<file path="config.mk">
export PLATFORM = sky130hd
export DESIGN_NAME = timer1_prescale_compare_ctrl
export DESIGN_NICKNAME = d
export VERILOG_FILES = /design/src/design/timer1_pkg.sv /design/src/design/timer1_prescale_compare_ctrl.sv
export VERILOG_INCLUDE_DIRS = /design/src /design/src/design
export SDC_FILE = /design/constraint.sdc
export NUM_CORES = 1
export LEC_CHECK = 0
export BUFFER_PORTS_ARGS = -buffer_cell sky130_fd_sc_hd__buf_2
export CORE_MARGIN = 2
export CORE_UTILIZATION = 61
export DETAILED_ROUTE_END_ITERATION = 8
export PLACE_DENSITY = 0.85
export SETUP_SLACK_MARGIN = 0.15
export SYNTH_ARGS = -nofsm -noshare
export SYNTH_HDL_FRONTEND = slang
export SYNTH_SLANG_ARGS = --single-unit
</file>
<file path="constraint.sdc">
create_clock -name clk_i -period 3.9 [get_ports clk_i]
set_input_delay 0 -clock clk_i [delete_from_list [all_inputs] [get_ports clk_i]]
set_output_delay 0 -clock clk_i [all_outputs]
set_load 0.005 [all_outputs]
</file>
<file path="src/design/timer1_consts.svh">
// Purpose: offsets, field positions, reset values and delays of timer 1
// Assumes: APB byte address is four times the register index
// Notes: definitions only
`ifndef TIMER1_CONSTS_SVH
`define TIMER1_CONSTS_SVH
`define IDX_COUNT 6'h20
`define IDX_CMP_A 6'h21
`define IDX_CMP_B 6'h22
`define IDX_CMP_TOP 6'h23
`define IDX_FAST_CLK 6'h27
`define IDX_GENERAL 6'h2C
`define IDX_MAIN 6'h30
`define IDX_FLAGS 6'h38
`define IDX_MASK 6'h39
`define MAIN_CLR_TOP 7
`define MAIN_PWM_A 6
`define GEN_SYNC_HOLD 7
`define GEN_PWM_B 6
`define GEN_FORCE_B 3
`define GEN_FORCE_A 2
`define GEN_PRE_RST 1
`define FAST_SEL_BIT 2
`define BIT_CH_A 6
`define BIT_CH_B 5
`define REG_RESET 8'h00
`define MASK_WRITABLE 8'h7E
`define WR_DELAY_SYNC 2'h2
`define WR_DELAY_ASYNC 2'h1
`endif

</file>
<file path="src/design/timer1_pkg.sv">
// Purpose: types shared by the timer 1 control logic
// Assumes: nothing beyond the constants header
// Notes: output mode codes follow the two-bit field
package timer1_pkg;
  typedef enum logic [1:0] {
    OUT_OFF = 2'b00,
    OUT_TOGGLE = 2'b01,
    OUT_CLEAR = 2'b10,
    OUT_SET = 2'b11
  } out_mode_e;
  typedef struct packed {
    logic level;
    logic oe;
  } pin_s;
endpackage

</file>
<file path="src/design/timer1_prescale_compare_ctrl.sv">
// Purpose: 8-bit timer 1 with prescaler, three compares, APB registers
// Assumes: fast peripheral clock arrives as a pin, sampled by clk_i
// Notes: each fast clock level must last two clk_i cycles, so at most a quarter of clk_i, to be counted
`timescale 1ns/1ps
`include "timer1_consts.svh"

// Behaviour
// (RULE1) Clock select 0 stops counting; n selects source divided by 2**(n-1).
// (RULE2) Fast clock enable picks fast peripheral clock, else system clock.
// (RULE3) PWM B enable runs PWM from compare B; counter clears after top match.
// (RULE4) Normal mode B match: 00 off, 01 toggle, 10 clear, 11 set.
// (RULE5) Compare output drives its pin only when direction bit is one.
// (RULE6) Force B acts like a match, no flag, new modes used, idle in PWM.
// (RULE7) Force A acts like a match, no flag, idle in PWM A.
// (RULE8) Prescaler reset clears prescaler only, self-clears, reads zero.
// (RULE9) Counter is an 8-bit up counter, readable and writable.
// (RULE10) Counter write lands two cycles later synchronous, one asynchronous.
// (RULE11) Matches come only from counting, never from a software write.
// (RULE12) Compare A match sets flag A after one synchronising cycle.
// (RULE13) Compare B match sets flag B after one synchronising cycle.
// (RULE14) Clear-on-top bit makes a top match clear the counter, any mode.
// (RULE15) Mask bit 6 with global enable turns flag A into an interrupt.
// (RULE16) Mask bit 5 with global enable turns flag B into an interrupt.
// (RULE17) Mask bit 7 is read-only zero.
// (RULE18) Flag A clears on vector acknowledge or written one, after sync.
// (RULE19) Mask bit 0 is read-only zero.
module timer1_prescale_compare_ctrl
  import timer1_pkg::*;
#(
  parameter int PRE_W = 14
) (
  // Clock and reset
  input wire logic clk_i,
  input wire logic srst_i,
  // APB slave
  input wire logic psel_i,
  input wire logic penable_i,
  input wire logic pwrite_i,
  input wire logic [7:0] paddr_i,
  input wire logic [31:0] pwdata_i,
  output logic [31:0] prdata_o,
  output logic pready_o,
  output logic pslverr_o,
  // Core side
  input wire logic gie_i,
  input wire logic vec_ack_a_i,
  input wire logic vec_ack_b_i,
  output logic irq_o,
  // Clock pin and compare pins
  input wire logic fast_peripheral_clock_i,
  input wire logic dir_a_i,
  input wire logic dir_b_i,
  output logic compare_a_output_o,
  output logic compare_a_output_oe_o,
  output logic compare_b_output_o,
  output logic compare_b_output_oe_o
);

  if (PRE_W < 13) begin : g_chk
    $error("PRE_W too small for a 16384 division");
  end

  function automatic logic hit(input logic [7:0] a, input logic [5:0] idx);
    hit = (a == {idx, 2'b00});
  endfunction

  function automatic logic [PRE_W-1:0] div_mask(input logic [3:0] n);
    div_mask = '0;
    for (int i = 0; i < PRE_W; i++) begin
      div_mask[i] = ((i + 1) < int'(n));
    end
  endfunction

  function automatic logic norm_act(input logic [1:0] m, input logic cur);
    case (m)
      OUT_TOGGLE: norm_act = ~cur;
      OUT_CLEAR: norm_act = 1'b0;
      OUT_SET: norm_act = 1'b1;
      default: norm_act = cur;
    endcase
  endfunction

  // Registers
  logic [7:0] main_q;
  logic [7:4] gen_q;
  logic [7:0] mask_q;
  logic fast_clock_select_enable_q;
  logic [7:0] cmp_a_q;
  logic [7:0] cmp_b_q;
  logic [7:0] cmp_top_q;
  logic [7:0] cnt_q;
  logic [7:0] cw_data_q;
  logic [1:0] cw_cnt_q;
  logic psr_q;
  logic [PRE_W-1:0] pre_q;
  logic clr_pend_q;
  logic [1:0] mt_q;
  logic [1:0] flag_q;
  logic [1:0] fclr_q;
  logic [2:0] fsync_q;
  logic fast_lvl_q;
  logic [1:0] oc_q;
  logic [1:0] oe_q;
  logic irq_q;
  logic pready_q;
  logic pslverr_q;
  logic [31:0] prdata_q;

  // APB decode
  wire acc = psel_i & penable_i & pready_q;
  wire acc_wr = acc & pwrite_i;
  wire [7:0] wd = pwdata_i[7:0];
  wire h_cnt = hit(paddr_i, `IDX_COUNT);
  wire h_a = hit(paddr_i, `IDX_CMP_A);
  wire h_b = hit(paddr_i, `IDX_CMP_B);
  wire h_top = hit(paddr_i, `IDX_CMP_TOP);
  wire h_fast = hit(paddr_i, `IDX_FAST_CLK);
  wire h_gen = hit(paddr_i, `IDX_GENERAL);
  wire h_main = hit(paddr_i, `IDX_MAIN);
  wire h_flag = hit(paddr_i, `IDX_FLAGS);
  wire h_mask = hit(paddr_i, `IDX_MASK);
  wire h_any = h_cnt | h_a | h_b | h_top | h_fast | h_gen | h_main | h_flag | h_mask;
  wire cnt_wr = acc_wr & h_cnt;
  wire gen_wr = acc_wr & h_gen;

  // Force and prescaler reset bits never stored, so they read zero
  wire [7:0] rd_gen = {gen_q, 4'h0};
  wire [7:0] rd_flag = {1'b0, flag_q[0], flag_q[1], 5'h00};
  wire [7:0] rd_fast = {5'h00, fast_clock_select_enable_q, 2'b00};
  wire [7:0] rd_data =
    ({8{h_cnt}} & cnt_q) | ({8{h_a}} & cmp_a_q) | ({8{h_b}} & cmp_b_q) |
    ({8{h_top}} & cmp_top_q) | ({8{h_fast}} & rd_fast) |
    ({8{h_gen}} & rd_gen) | ({8{h_main}} & main_q) |
    ({8{h_flag}} & rd_flag) | ({8{h_mask}} & mask_q);

  // One wait state: pready rises in the second access cycle
  always_ff @(posedge clk_i) begin
    if (srst_i) begin
      pready_q <= 1'b0;
      pslverr_q <= 1'b0;
      prdata_q <= 32'h0000_0000;
    end else begin
      pready_q <= psel_i & penable_i & ~pready_q;
      pslverr_q <= psel_i & penable_i & ~pready_q & ~h_any;
      prdata_q <= {24'h000000, rd_data};
    end
  end

  // Control fields
  wire [3:0] cs = main_q[3:0];
  wire pwm_a = main_q[`MAIN_PWM_A];
  wire pwm_b = gen_q[`GEN_PWM_B];
  wire clr_en = main_q[`MAIN_CLR_TOP] | pwm_a | pwm_b;
  wire [1:0] mode_a = main_q[5:4];
  wire [1:0] mode_b = gen_q[5:4];

  always_ff @(posedge clk_i) begin
    if (srst_i) begin
      main_q <= `REG_RESET;
      gen_q <= 4'h0;
      mask_q <= `REG_RESET;
      fast_clock_select_enable_q <= 1'b0;
      cmp_a_q <= `REG_RESET;
      cmp_b_q <= `REG_RESET;
      cmp_top_q <= `REG_RESET;
    end else if (acc_wr) begin
      if (h_main) main_q <= wd;
      if (h_gen) gen_q <= wd[7:4];
      if (h_mask) mask_q <= wd & `MASK_WRITABLE; // (RULE17) (RULE19)
      if (h_fast) fast_clock_select_enable_q <= wd[`FAST_SEL_BIT]; // (RULE2)
      if (h_a) cmp_a_q <= wd;
      if (h_b) cmp_b_q <= wd;
      if (h_top) cmp_top_q <= wd;
    end
  end

  // Prescaler reset is a one-cycle pulse, never readable
  always_ff @(posedge clk_i) begin
    if (srst_i) psr_q <= 1'b0;
    else psr_q <= gen_wr & wd[`GEN_PRE_RST]; // (RULE8)
  end

  // Fast clock pin: three flops, level moves once stages two and three agree
  always_ff @(posedge clk_i) begin
    if (srst_i) begin
      fsync_q <= 3'b000;
      fast_lvl_q <= 1'b0;
    end else begin
      fsync_q <= {fsync_q[1:0], fast_peripheral_clock_i};
      if (fsync_q[1] == fsync_q[2]) fast_lvl_q <= fsync_q[2];
    end
  end
  wire fast_rise = (fsync_q[1] == fsync_q[2]) & fsync_q[2] & ~fast_lvl_q;

  // Source and division select
  wire src_tick = fast_clock_select_enable_q ? fast_rise : 1'b1; // (RULE2)
  wire [PRE_W-1:0] dmask = div_mask(cs);
  wire run = (cs != 4'h0); // (RULE1)
  wire cnt_tick = run & src_tick & ((pre_q & dmask) == dmask); // (RULE1)

  always_ff @(posedge clk_i) begin
    if (srst_i || psr_q) pre_q <= '0; // (RULE8)
    else if (run && src_tick) pre_q <= pre_q + 1'b1;
  end

  // Counter write pipeline, models the synchronisation delay
  wire cw_apply = (cw_cnt_q == 2'h1);
  always_ff @(posedge clk_i) begin
    if (srst_i) begin
      cw_cnt_q <= 2'h0;
      cw_data_q <= `REG_RESET;
    end else if (cnt_wr) begin
      cw_cnt_q <= fast_clock_select_enable_q ? `WR_DELAY_ASYNC : `WR_DELAY_SYNC; // (RULE10)
      cw_data_q <= wd;
    end else if (cw_cnt_q != 2'h0) begin
      cw_cnt_q <= cw_cnt_q - 2'h1;
    end
  end

  // Matches only on a counting step
  wire step = cnt_tick & ~cw_apply & ~clr_pend_q; // (RULE11)
  wire [7:0] cnt_nxt = cnt_q + 8'h01;
  wire match_a = step & (cnt_nxt == cmp_a_q); // (RULE11)
  wire match_b = step & (cnt_nxt == cmp_b_q); // (RULE11)
  wire match_top = step & (cnt_nxt == cmp_top_q); // (RULE11)
  wire at_zero = clr_pend_q | (step & (cnt_nxt == 8'h00));

  always_ff @(posedge clk_i) begin
    if (srst_i) begin
      cnt_q <= `REG_RESET;
      clr_pend_q <= 1'b0;
    end else begin
      clr_pend_q <= match_top & clr_en; // (RULE14) (RULE3)
      if (cw_apply) cnt_q <= cw_data_q; // (RULE10)
      else if (clr_pend_q) cnt_q <= 8'h00; // (RULE14) (RULE3)
      else if (step) cnt_q <= cnt_nxt; // (RULE9)
    end
  end

  // Flags: match passes one sync stage, then sets; set beats clear
  wire [1:0] ack = {vec_ack_b_i, vec_ack_a_i};
  always_ff @(posedge clk_i) begin
    if (srst_i) begin
      mt_q <= 2'b00;
      fclr_q <= 2'b00;
      flag_q <= 2'b00;
    end else begin
      mt_q <= {match_b, match_a};
      fclr_q <= {2{acc_wr & h_flag}} & {wd[`BIT_CH_B], wd[`BIT_CH_A]}; // (RULE18)
      flag_q <= mt_q | (flag_q & ~(fclr_q | ack)); // (RULE12) (RULE13) (RULE18)
    end
  end

  wire [1:0] ien = {mask_q[`BIT_CH_B], mask_q[`BIT_CH_A]};
  always_ff @(posedge clk_i) begin
    if (srst_i) irq_q <= 1'b0;
    else irq_q <= gie_i & |(flag_q & ien); // (RULE15) (RULE16)
  end

  // Output channels; B force may use modes written in the same access
  wire force_b = gen_wr & wd[`GEN_FORCE_B] & ~wd[`GEN_PWM_B]; // (RULE6)
  wire force_a = gen_wr & wd[`GEN_FORCE_A] & ~pwm_a; // (RULE7)
  wire [1:0] ch_match = {match_b, match_a};
  wire [1:0] ch_force = {force_b, force_a};
  wire [1:0] ch_pwm = {pwm_b, pwm_a};
  wire [1:0] ch_dir = {dir_b_i, dir_a_i};
  wire [1:0] ch_mode [2];
  wire [1:0] ch_fmode [2];
  assign ch_mode[0] = mode_a;
  assign ch_mode[1] = mode_b;
  assign ch_fmode[0] = mode_a;
  assign ch_fmode[1] = force_b ? wd[5:4] : mode_b; // (RULE6)

  pin_s pin [2];
  for (genvar i = 0; i < 2; i++) begin : g_ch
    wire pwm_lvl_match = (ch_mode[i] == OUT_SET);
    wire pwm_on = ch_pwm[i] & (ch_mode[i] != OUT_OFF);
    always_ff @(posedge clk_i) begin
      if (srst_i) begin
        oc_q[i] <= 1'b0;
        oe_q[i] <= 1'b0;
      end else begin
        oe_q[i] <= ch_dir[i] & (ch_fmode[i] != OUT_OFF); // (RULE5)
        if (pwm_on && ch_match[i]) oc_q[i] <= pwm_lvl_match; // (RULE3)
        else if (pwm_on && at_zero) oc_q[i] <= ~pwm_lvl_match; // (RULE3)
        else if (!ch_pwm[i] && (ch_match[i] || ch_force[i]))
          oc_q[i] <= norm_act(ch_fmode[i], oc_q[i]); // (RULE4) (RULE6) (RULE7)
      end
    end
    assign pin[i] = '{level: oc_q[i], oe: oe_q[i]};
  end

  assign prdata_o = prdata_q;
  assign pready_o = pready_q;
  assign pslverr_o = pslverr_q;
  assign irq_o = irq_q;
  assign compare_a_output_o = pin[0].level;
  assign compare_a_output_oe_o = pin[0].oe;
  assign compare_b_output_o = pin[1].level;
  assign compare_b_output_oe_o = pin[1].oe;
endmodule

</file>
# [After elaboration in Yosys (flattened, before gate mapping)]
# Index checks and enable logic that the tools add are counted.
[classes] add_sub_neg=3 multipliers=0 div_mod_pow=0 magnitude_cmp=14 n_eq_ne=22 shift=0 muxes=16 bitwise=75 n_reduce_logical=34
[ops] operator="8-bit == test (second input constant)" n=9
[ops] operator="8-bit bitwise OR" n=8
[ops] operator="8-bit bitwise AND" n=6
[ops] operator="1-bit bitwise AND" n=29
[ops] operator="4-bit < comparator (first input constant)" n=7
[ops] operator="8-bit == test" n=3
[ops] operator="8-bit 2-to-1 mux" n=3
[ops] operator="2-bit AND reduction" n=9
[ops] operator="8-bit by 7-bit bitwise AND with 8-bit output" n=2
[ops] operator="3-bit by 4-bit < comparator with 1-bit output (first input constant)" n=4
[ops] operator="14-bit by 1-bit adder with 14-bit output (second input constant)" n=1
[ops] operator="14-bit bitwise AND" n=1
[ops] operator="14-bit == test" n=1
[ops] operator="1-bit inverter" n=11
[ops] operator="1-bit bitwise OR" n=11
[ops] operator="2-bit == test (second input constant)" n=5
[ops] operator="2-bit nonzero test" n=5
[ops] operator="5-bit nonzero test" n=2
[ops] operator="3-bit nonzero test" n=3
[ops] operator="8-bit by 1-bit adder with 8-bit output (second input constant)" n=1
[ops] operator="8-bit by 3-bit bitwise AND with 8-bit output" n=1
[ops] operator="8-bit logical NOT" n=1
[ops] operator="2-bit by 4-bit < comparator with 1-bit output (first input constant)" n=2
[ops] operator="2-bit 2-to-1 mux" n=4
[ops] operator="14 further kinds" n=35
[totals] reg_bits=126 latch_bits=0 ram_bits=0 mem_bits_ro=0 out_inout_bits=39 elab_cells=191 memories=0

# [Longest topological paths before layout]
[logic_depth] word_depth=14 depth_mapped=10 mapped_depth_nobuf=9

# [Worst setup path before layout]
# No wires, ideal clock.
[synth_timing] path_kind="register to register" start="register pready_q (netlist: pready_o)" end="register oc_q[1] (netlist: compare_b_output_o)" setup_ns=0.096 arrival_ns=2.505 required_time_ns=3.804 slack_ns=1.300 path_stages_with_launch=10 path_buffers=0 period_less_slack_ns=2.600 cell_sequence="dfxtp_1 nand4_1 nor4_4 mux2_2 inv_1 ha_1 nor2_1 a211oi_2 or4b_2 o41ai_2"
[synth_via] elab_chain_len=11 elab_cells_between_ends=18 classes_between="3 x eq/ne; 5 x mux; 5 x bitwise; 5 x reduce/logical"
[synth_lines] item="start, declared" line="timer1_prescale_compare_ctrl.sv:105" text="logic pready_q;"
[synth_lines] item="start signal, assigned" line="timer1_prescale_compare_ctrl.sv:143" text="pready_q <= psel_i & penable_i & ~pready_q;"
[synth_lines] item="1-bit bitwise AND *" line="timer1_prescale_compare_ctrl.sv:110" text="wire acc = psel_i & penable_i & pready_q;"
[synth_lines] item="1-bit bitwise AND *" line="timer1_prescale_compare_ctrl.sv:111" text="wire acc_wr = acc & pwrite_i;"
[synth_lines] item="1-bit bitwise AND *" line="timer1_prescale_compare_ctrl.sv:124" text="wire gen_wr = acc_wr & h_gen;"
[synth_lines] item="1-bit bitwise AND * (2 in a row)" line="timer1_prescale_compare_ctrl.sv:261" text="wire force_b = gen_wr & wd[`GEN_FORCE_B] & ~wd[`GEN_PWM_B];"
[synth_lines] item="2-bit 2-to-1 mux" line="timer1_prescale_compare_ctrl.sv:272" text="assign ch_fmode[1] = force_b ? wd[5:4] : mode_b;"
[synth_lines] item="2-bit == test or 2-bit by 1-bit == test with 1-bit output (tied branches)" line="timer1_prescale_compare_ctrl.sv:75" text="case (m)"
[synth_lines] item="1-bit case mux with 3 select lines" line="timer1_prescale_compare_ctrl.sv:75"
[synth_lines] item="1-bit 2-to-1 mux" line="timer1_prescale_compare_ctrl.sv:286" text="else if (!ch_pwm[i] && (ch_match[i] || ch_force[i]))"
[synth_lines] item="1-bit 2-to-1 mux" line="timer1_prescale_compare_ctrl.sv:285" text="else if (pwm_on && at_zero) oc_q[i] <= ~pwm_lvl_match;"
[synth_lines] item="1-bit 2-to-1 mux" line="timer1_prescale_compare_ctrl.sv:284" text="if (pwm_on && ch_match[i]) oc_q[i] <= pwm_lvl_match;"
[synth_lines] item="end signal, assigned by index" line="timer1_prescale_compare_ctrl.sv:284"
[synth_lines] item="end signal, assigned by index" line="timer1_prescale_compare_ctrl.sv:285"
[synth_lines] item="end signal, assigned by index" line="timer1_prescale_compare_ctrl.sv:287" text="oc_q[i] <= norm_act(ch_fmode[i], oc_q[i]);"
[synth_lines] item="end, declared" line="timer1_prescale_compare_ctrl.sv:102" text="logic [1:0] oc_q;"
# Mark *: on every way between the ends. The rest lies on a longest branch, timed or not. The select of a mux whose other input is x is not followed.
# A chain may end at the register's enable or synchronous reset.

# [Worst setup path in the final report]
[layout_timing] start="register cnt_q[0]" end="register oc_q[1] (netlist: compare_b_output_o)"
[layout_via] elab_chain_len=7 elab_cells_between_ends=15 classes_between="1 x add/sub; 1 x eq/ne; 2 x mux; 3 x bitwise; 8 x reduce/logical"
[layout_lines] item="start, declared" line="timer1_prescale_compare_ctrl.sv:91" text="logic [7:0] cnt_q;"
[layout_lines] item="start signal, assigned" line="timer1_prescale_compare_ctrl.sv:230" text="cnt_q <= `REG_RESET;"
[layout_lines] item="start signal, assigned" line="timer1_prescale_compare_ctrl.sv:234" text="if (cw_apply) cnt_q <= cw_data_q;"
[layout_lines] item="start signal, assigned" line="timer1_prescale_compare_ctrl.sv:236" text="else if (step) cnt_q <= cnt_nxt;"
[layout_lines] item="8-bit by 1-bit adder with 8-bit output *" line="timer1_prescale_compare_ctrl.sv:222" text="wire [7:0] cnt_nxt = cnt_q + 8'h01;"
[layout_lines] item="8-bit logical NOT or 8-bit == test (tied branches)" line="timer1_prescale_compare_ctrl.sv:226, timer1_prescale_compare_ctrl.sv:224"
[layout_lines] item="1-bit bitwise AND (on tied branches)" line="timer1_prescale_compare_ctrl.sv:226, timer1_prescale_compare_ctrl.sv:224"
[layout_lines] item="1-bit bitwise OR or 1-bit logical OR (tied branches)" line="timer1_prescale_compare_ctrl.sv:226, timer1_prescale_compare_ctrl.sv:286"
[layout_lines] item="1-bit logical AND (on tied branches)" line="timer1_prescale_compare_ctrl.sv:285, timer1_prescale_compare_ctrl.sv:286"
[layout_lines] item="5-bit nonzero test (no source line) (tied with other cells)"
[layout_lines] item="2-bit AND reduction (no source line) or 1-bit 2-to-1 mux (tied branches)"
# Mark *: on every way between the ends. The rest lies on a longest branch, timed or not.

==> qor_table.md <==
| Metric | This run |
|---|---|
| Total via count in the routed design | 4854 |
| Number of nets in the final layout | 742 |
| Setup repair after global routing missed its margin | false |
| Area inside the core boundary | 8810 um2 |
| Mean area per synthesized cell | 8.67 um2 |
| Pre-CTS worst setup slack | 0.850 ns |
| Family with the most delay on the worst path | simple AND/OR/NAND/NOR gates |
| Number of max-cap violations | 0 |
| Highest fanout seen on the critical path | 11 |
| Post-detailed-route DRC marker count | 0 |
| Crit Path Class | register to register |
| P per Cell Area | 322 nW/um2 |
| Share of the cycle needed by the critical path after routing | 79.9% |
| Critical Path Max Stage Delay | 0.67 ns |
| Top FF cell, synth | dfxtp_1 |
| Post-Route WL | 14300 um |
| Via density per instance | 6.11 |
| Sequential area share after synthesis | 36.6% |
| CTS clock-pin slew for the worst setup and hold paths | 0.10 ns |
| Yosys reg bits | 102 |
| Setup crit start kind | register |
| Clock insertion delay at the later pin of the skew report | 0.37 ns |
| Depth of the CTS H-tree | 3 |
| Crit-path cells | ha_1 -> nand3_1 -> nor2_1 -> xnor2_1 -> o221a_2 -> nand4_4 -> a21oi_1 -> or4b_2 -> o41ai_2 |
| Largest area contributor in the synthesized netlist | dfxtp_1 |
| Sequential cell area | 2040 um2 |
| Buffers on Ports | 41 |
| Maximum clock frequency | 321 MHz |
| Height of the chip | 99.7 um |
| Mean routed wirelength per cell | 18.0 um |
| Maximum number of pins on one net before global-route repair | 41 |
| Most frequent standard cell in the layout excluding fill and tap cells | dfxtp_1 |
| Worst min path class | input pin to register |
| Final antenna-violating net count | 0 |
| DRC violation total after the first TritonRoute iteration | 501 |
| Number of distinct library cell variants in the gate-level netlist after synthesis | 73 |
| Synthesized area | 5580 um2 |
| Starting Density | 63.4% |
| Number of iterations in the first detailed-routing pass | 6 |
| Vias in the first global route | 4567 |
| Area Growth Syn to Fin | 10.2% |
| Ys async rst share | 0% |
| Multi-input combinational cell area | 3220 um2 |
| GRT Resource Usage Total | 29.7% |
| WP data required | 4.18 ns |
| Buffering stage count on the worst path with inverters included | 0 |
| Actual slew at the worst max-slew pin | 0.974 ns |
| Antenna violations before repair | 0 |
| Top Ports | 90 |
| HPWL reported at the end of detailed placement | 9970 um |
| Standard-cell row count | 34 |
| Clock root cell | clkbuf_8 |
| Routability congestion estimate | 0.951 |
| Number of enable flip-flop cells after synthesis | 0 |
| Filler cell count in the final layout | 732 |
| PnR worst setup slack | 0.784 ns |
| Max VDD drop | 0.238 mV |
| CP endpoint kind | register |
| Clock buffers created by TritonCTS | 9 |
| Die W | 99.7 um |
| TritonCTS clock tree | built |
| Wire length of the first global-routing pass | 23200 um |
| Worst-path cell with the longest stage delay | dfxtp_1 |
| Time the worst path needs with I/O delays and setup | 3.12 ns |
| Relative max-transition margin | 34.7% |
| Cell types with the largest area share after synthesis | dfxtp_1 37%, mux2i_1 8.4%, nor2_1 5.8% |
| Number of warnings printed during yosys synthesis | 0 |
| Number of buffers inserted by post-CTS setup repair | 0 |
| Pleak | 2.31 nW |
| Largest buffer count on any clock path | 2 |
| Number of pins with negative max-slew slack in the final report | 0 |
| Total Neg Setup Slack | 0 ns |
| Worst Clk Skew | 0.0102 ns |
| Result of the run | finished clean |
| Most frequent cells in the layout | 102 x dfxtp_1, 86 x nor2_1, 55 x nand2_1, 47 x mux2i_1 |
| Post-Syn Instances | 644 |
| Hold Violations, Final | 0 |
| Total die area | 9930 um2 |
| Aggregate global routing overflow | 0 |
| Arrival time at the worst endpoint | 3.40 ns |
| Number of antenna cells inserted | 0 |
| Portion of synthesized cell area occupied by the leading cell type | 36.6% |
| Final setup violation count | 0 |
| Layout cells sized above 1 | 12.7% |
| Sinks on Clock Net | 102 |
## power by group
part | total (mW) | internal, mW | switching, mW
Clock | 0.743 | 0.365 | 0.378
Combinational | 0.180 | 0.0691 | 0.111
Sequential | 1.06 | 1.05 | 0.00713
## state kept, by name (all words and copies together) (netlist names), 2 cells and up
name and count:
gen_q 4, cmp_b_q 8, flag_q 2, cw_cnt_q 2, cw_data_q 8, cmp_top_q 8
cnt_q 8, fclr_q 2, mt_q 2, cmp_a_q 8, pre_q 14, prdata_o 8
main_q 8, fsync_q 3, mask_q 6
## Yosys cell counts (2+ instances only)
cell	count
xnor2_1	26
o21bai_1	3
nor3_2	2
nand2b_1	9
inv_1	12
a31oi_1	3
a221oi_1	8
o22a_1	2
nor3b_1	6
mux2i_1	47
nand3_1	30
clkbuf_1	31
and4_1	3
nor2b_1	11
dfxtp_1	102
nand4_1	6
a21oi_1	41
and3_1	7
ha_1	8
nor4_1	3
mux2_2	2
buf_2	5
or2_2	2
buf_1	4
xnor3_1	6
nand2_1	55
and2_1	5
nor2_1	86
xor2_1	18
o31ai_1	2
nor4b_1	2
buf_4	26
o21ai_0	8
nor3_1	9
nand3b_1	5
o221ai_1	3
a222oi_1	2
a22oi_1	9
## kinds of logic after synthesis
kind of cell               count (synthesis)  synth area share, %
DFF                                      102                 36.6
and+or+nand+nor                          252                 22.9
xor gates and xnor gates                  50                 9.33
buffers and inverters                     79                 7.31
AOI/OAI and AO/OA                        102                 13.0
adders and majority gates                  8                 1.79
muxes                                     50                 9.03
other                                      1               0.0672
## metal layers
metal	track usage, %	vias to the layer above	share of wire (%)
met5	0	-	0
met4	7.48	0	1.8
met3	6.25	30	8.4
met2	50.2	242	48
met1	38.8	2316	42
li1	-	2266	-
## area by class of cell
cell class / count / share of cell area, %
clock buffers: 9 / 2.01
clock inverters: 6 / 1.55
inverters: 12 / 0.732
multi-input cells: 486 / 52.4
flip-flops and latches: 102 / 33.2
well taps: 108 / 2.20
repair buffers: 72 / 7.93
## worst paths after layout
check             start            endpoint  slack, ns  depth (start not counted)
max            cnt_q[0]  compare_b_output_o       0.78                          9
min          paddr_i[2]          cmp_b_q[5]       0.05                          4
min reg2reg     mt_q[1]           flag_q[1]       0.45                          2
max reg2reg    cnt_q[0]  compare_b_output_o       0.78                          9
## metrics by stage
step	instance area [um2]	instances	util [%]	power (mW)	hold WS, ns
3_5_place_dp	5730	760	65.1	1.25	0.244
4_1_cts	6150	795	69.9	1.99	0.0277
3_3_place_gp	5730	760	65.1	1.23	0.236
6_report	6150	795	69.9	1.98	0.0459
5_1_grt	6150	795	69.9	2.05	0.0485
2_1_floorplan	5670	667	-	1.21	0.128
## worst min-delay path, stage by stage
cell and delay (ns):
buf_2 0.11, nor3b_2 0.11, nand3_1 0.10, a21oi_1 0.06
## timing repair
item	CTS	global route
endpoints found under the hold margin	32	0
hold buffers	20	0
gates resized for setup	0	0
setup endpoints to repair	0	0
Note: power is estimated with default switching activity, not from simulation.
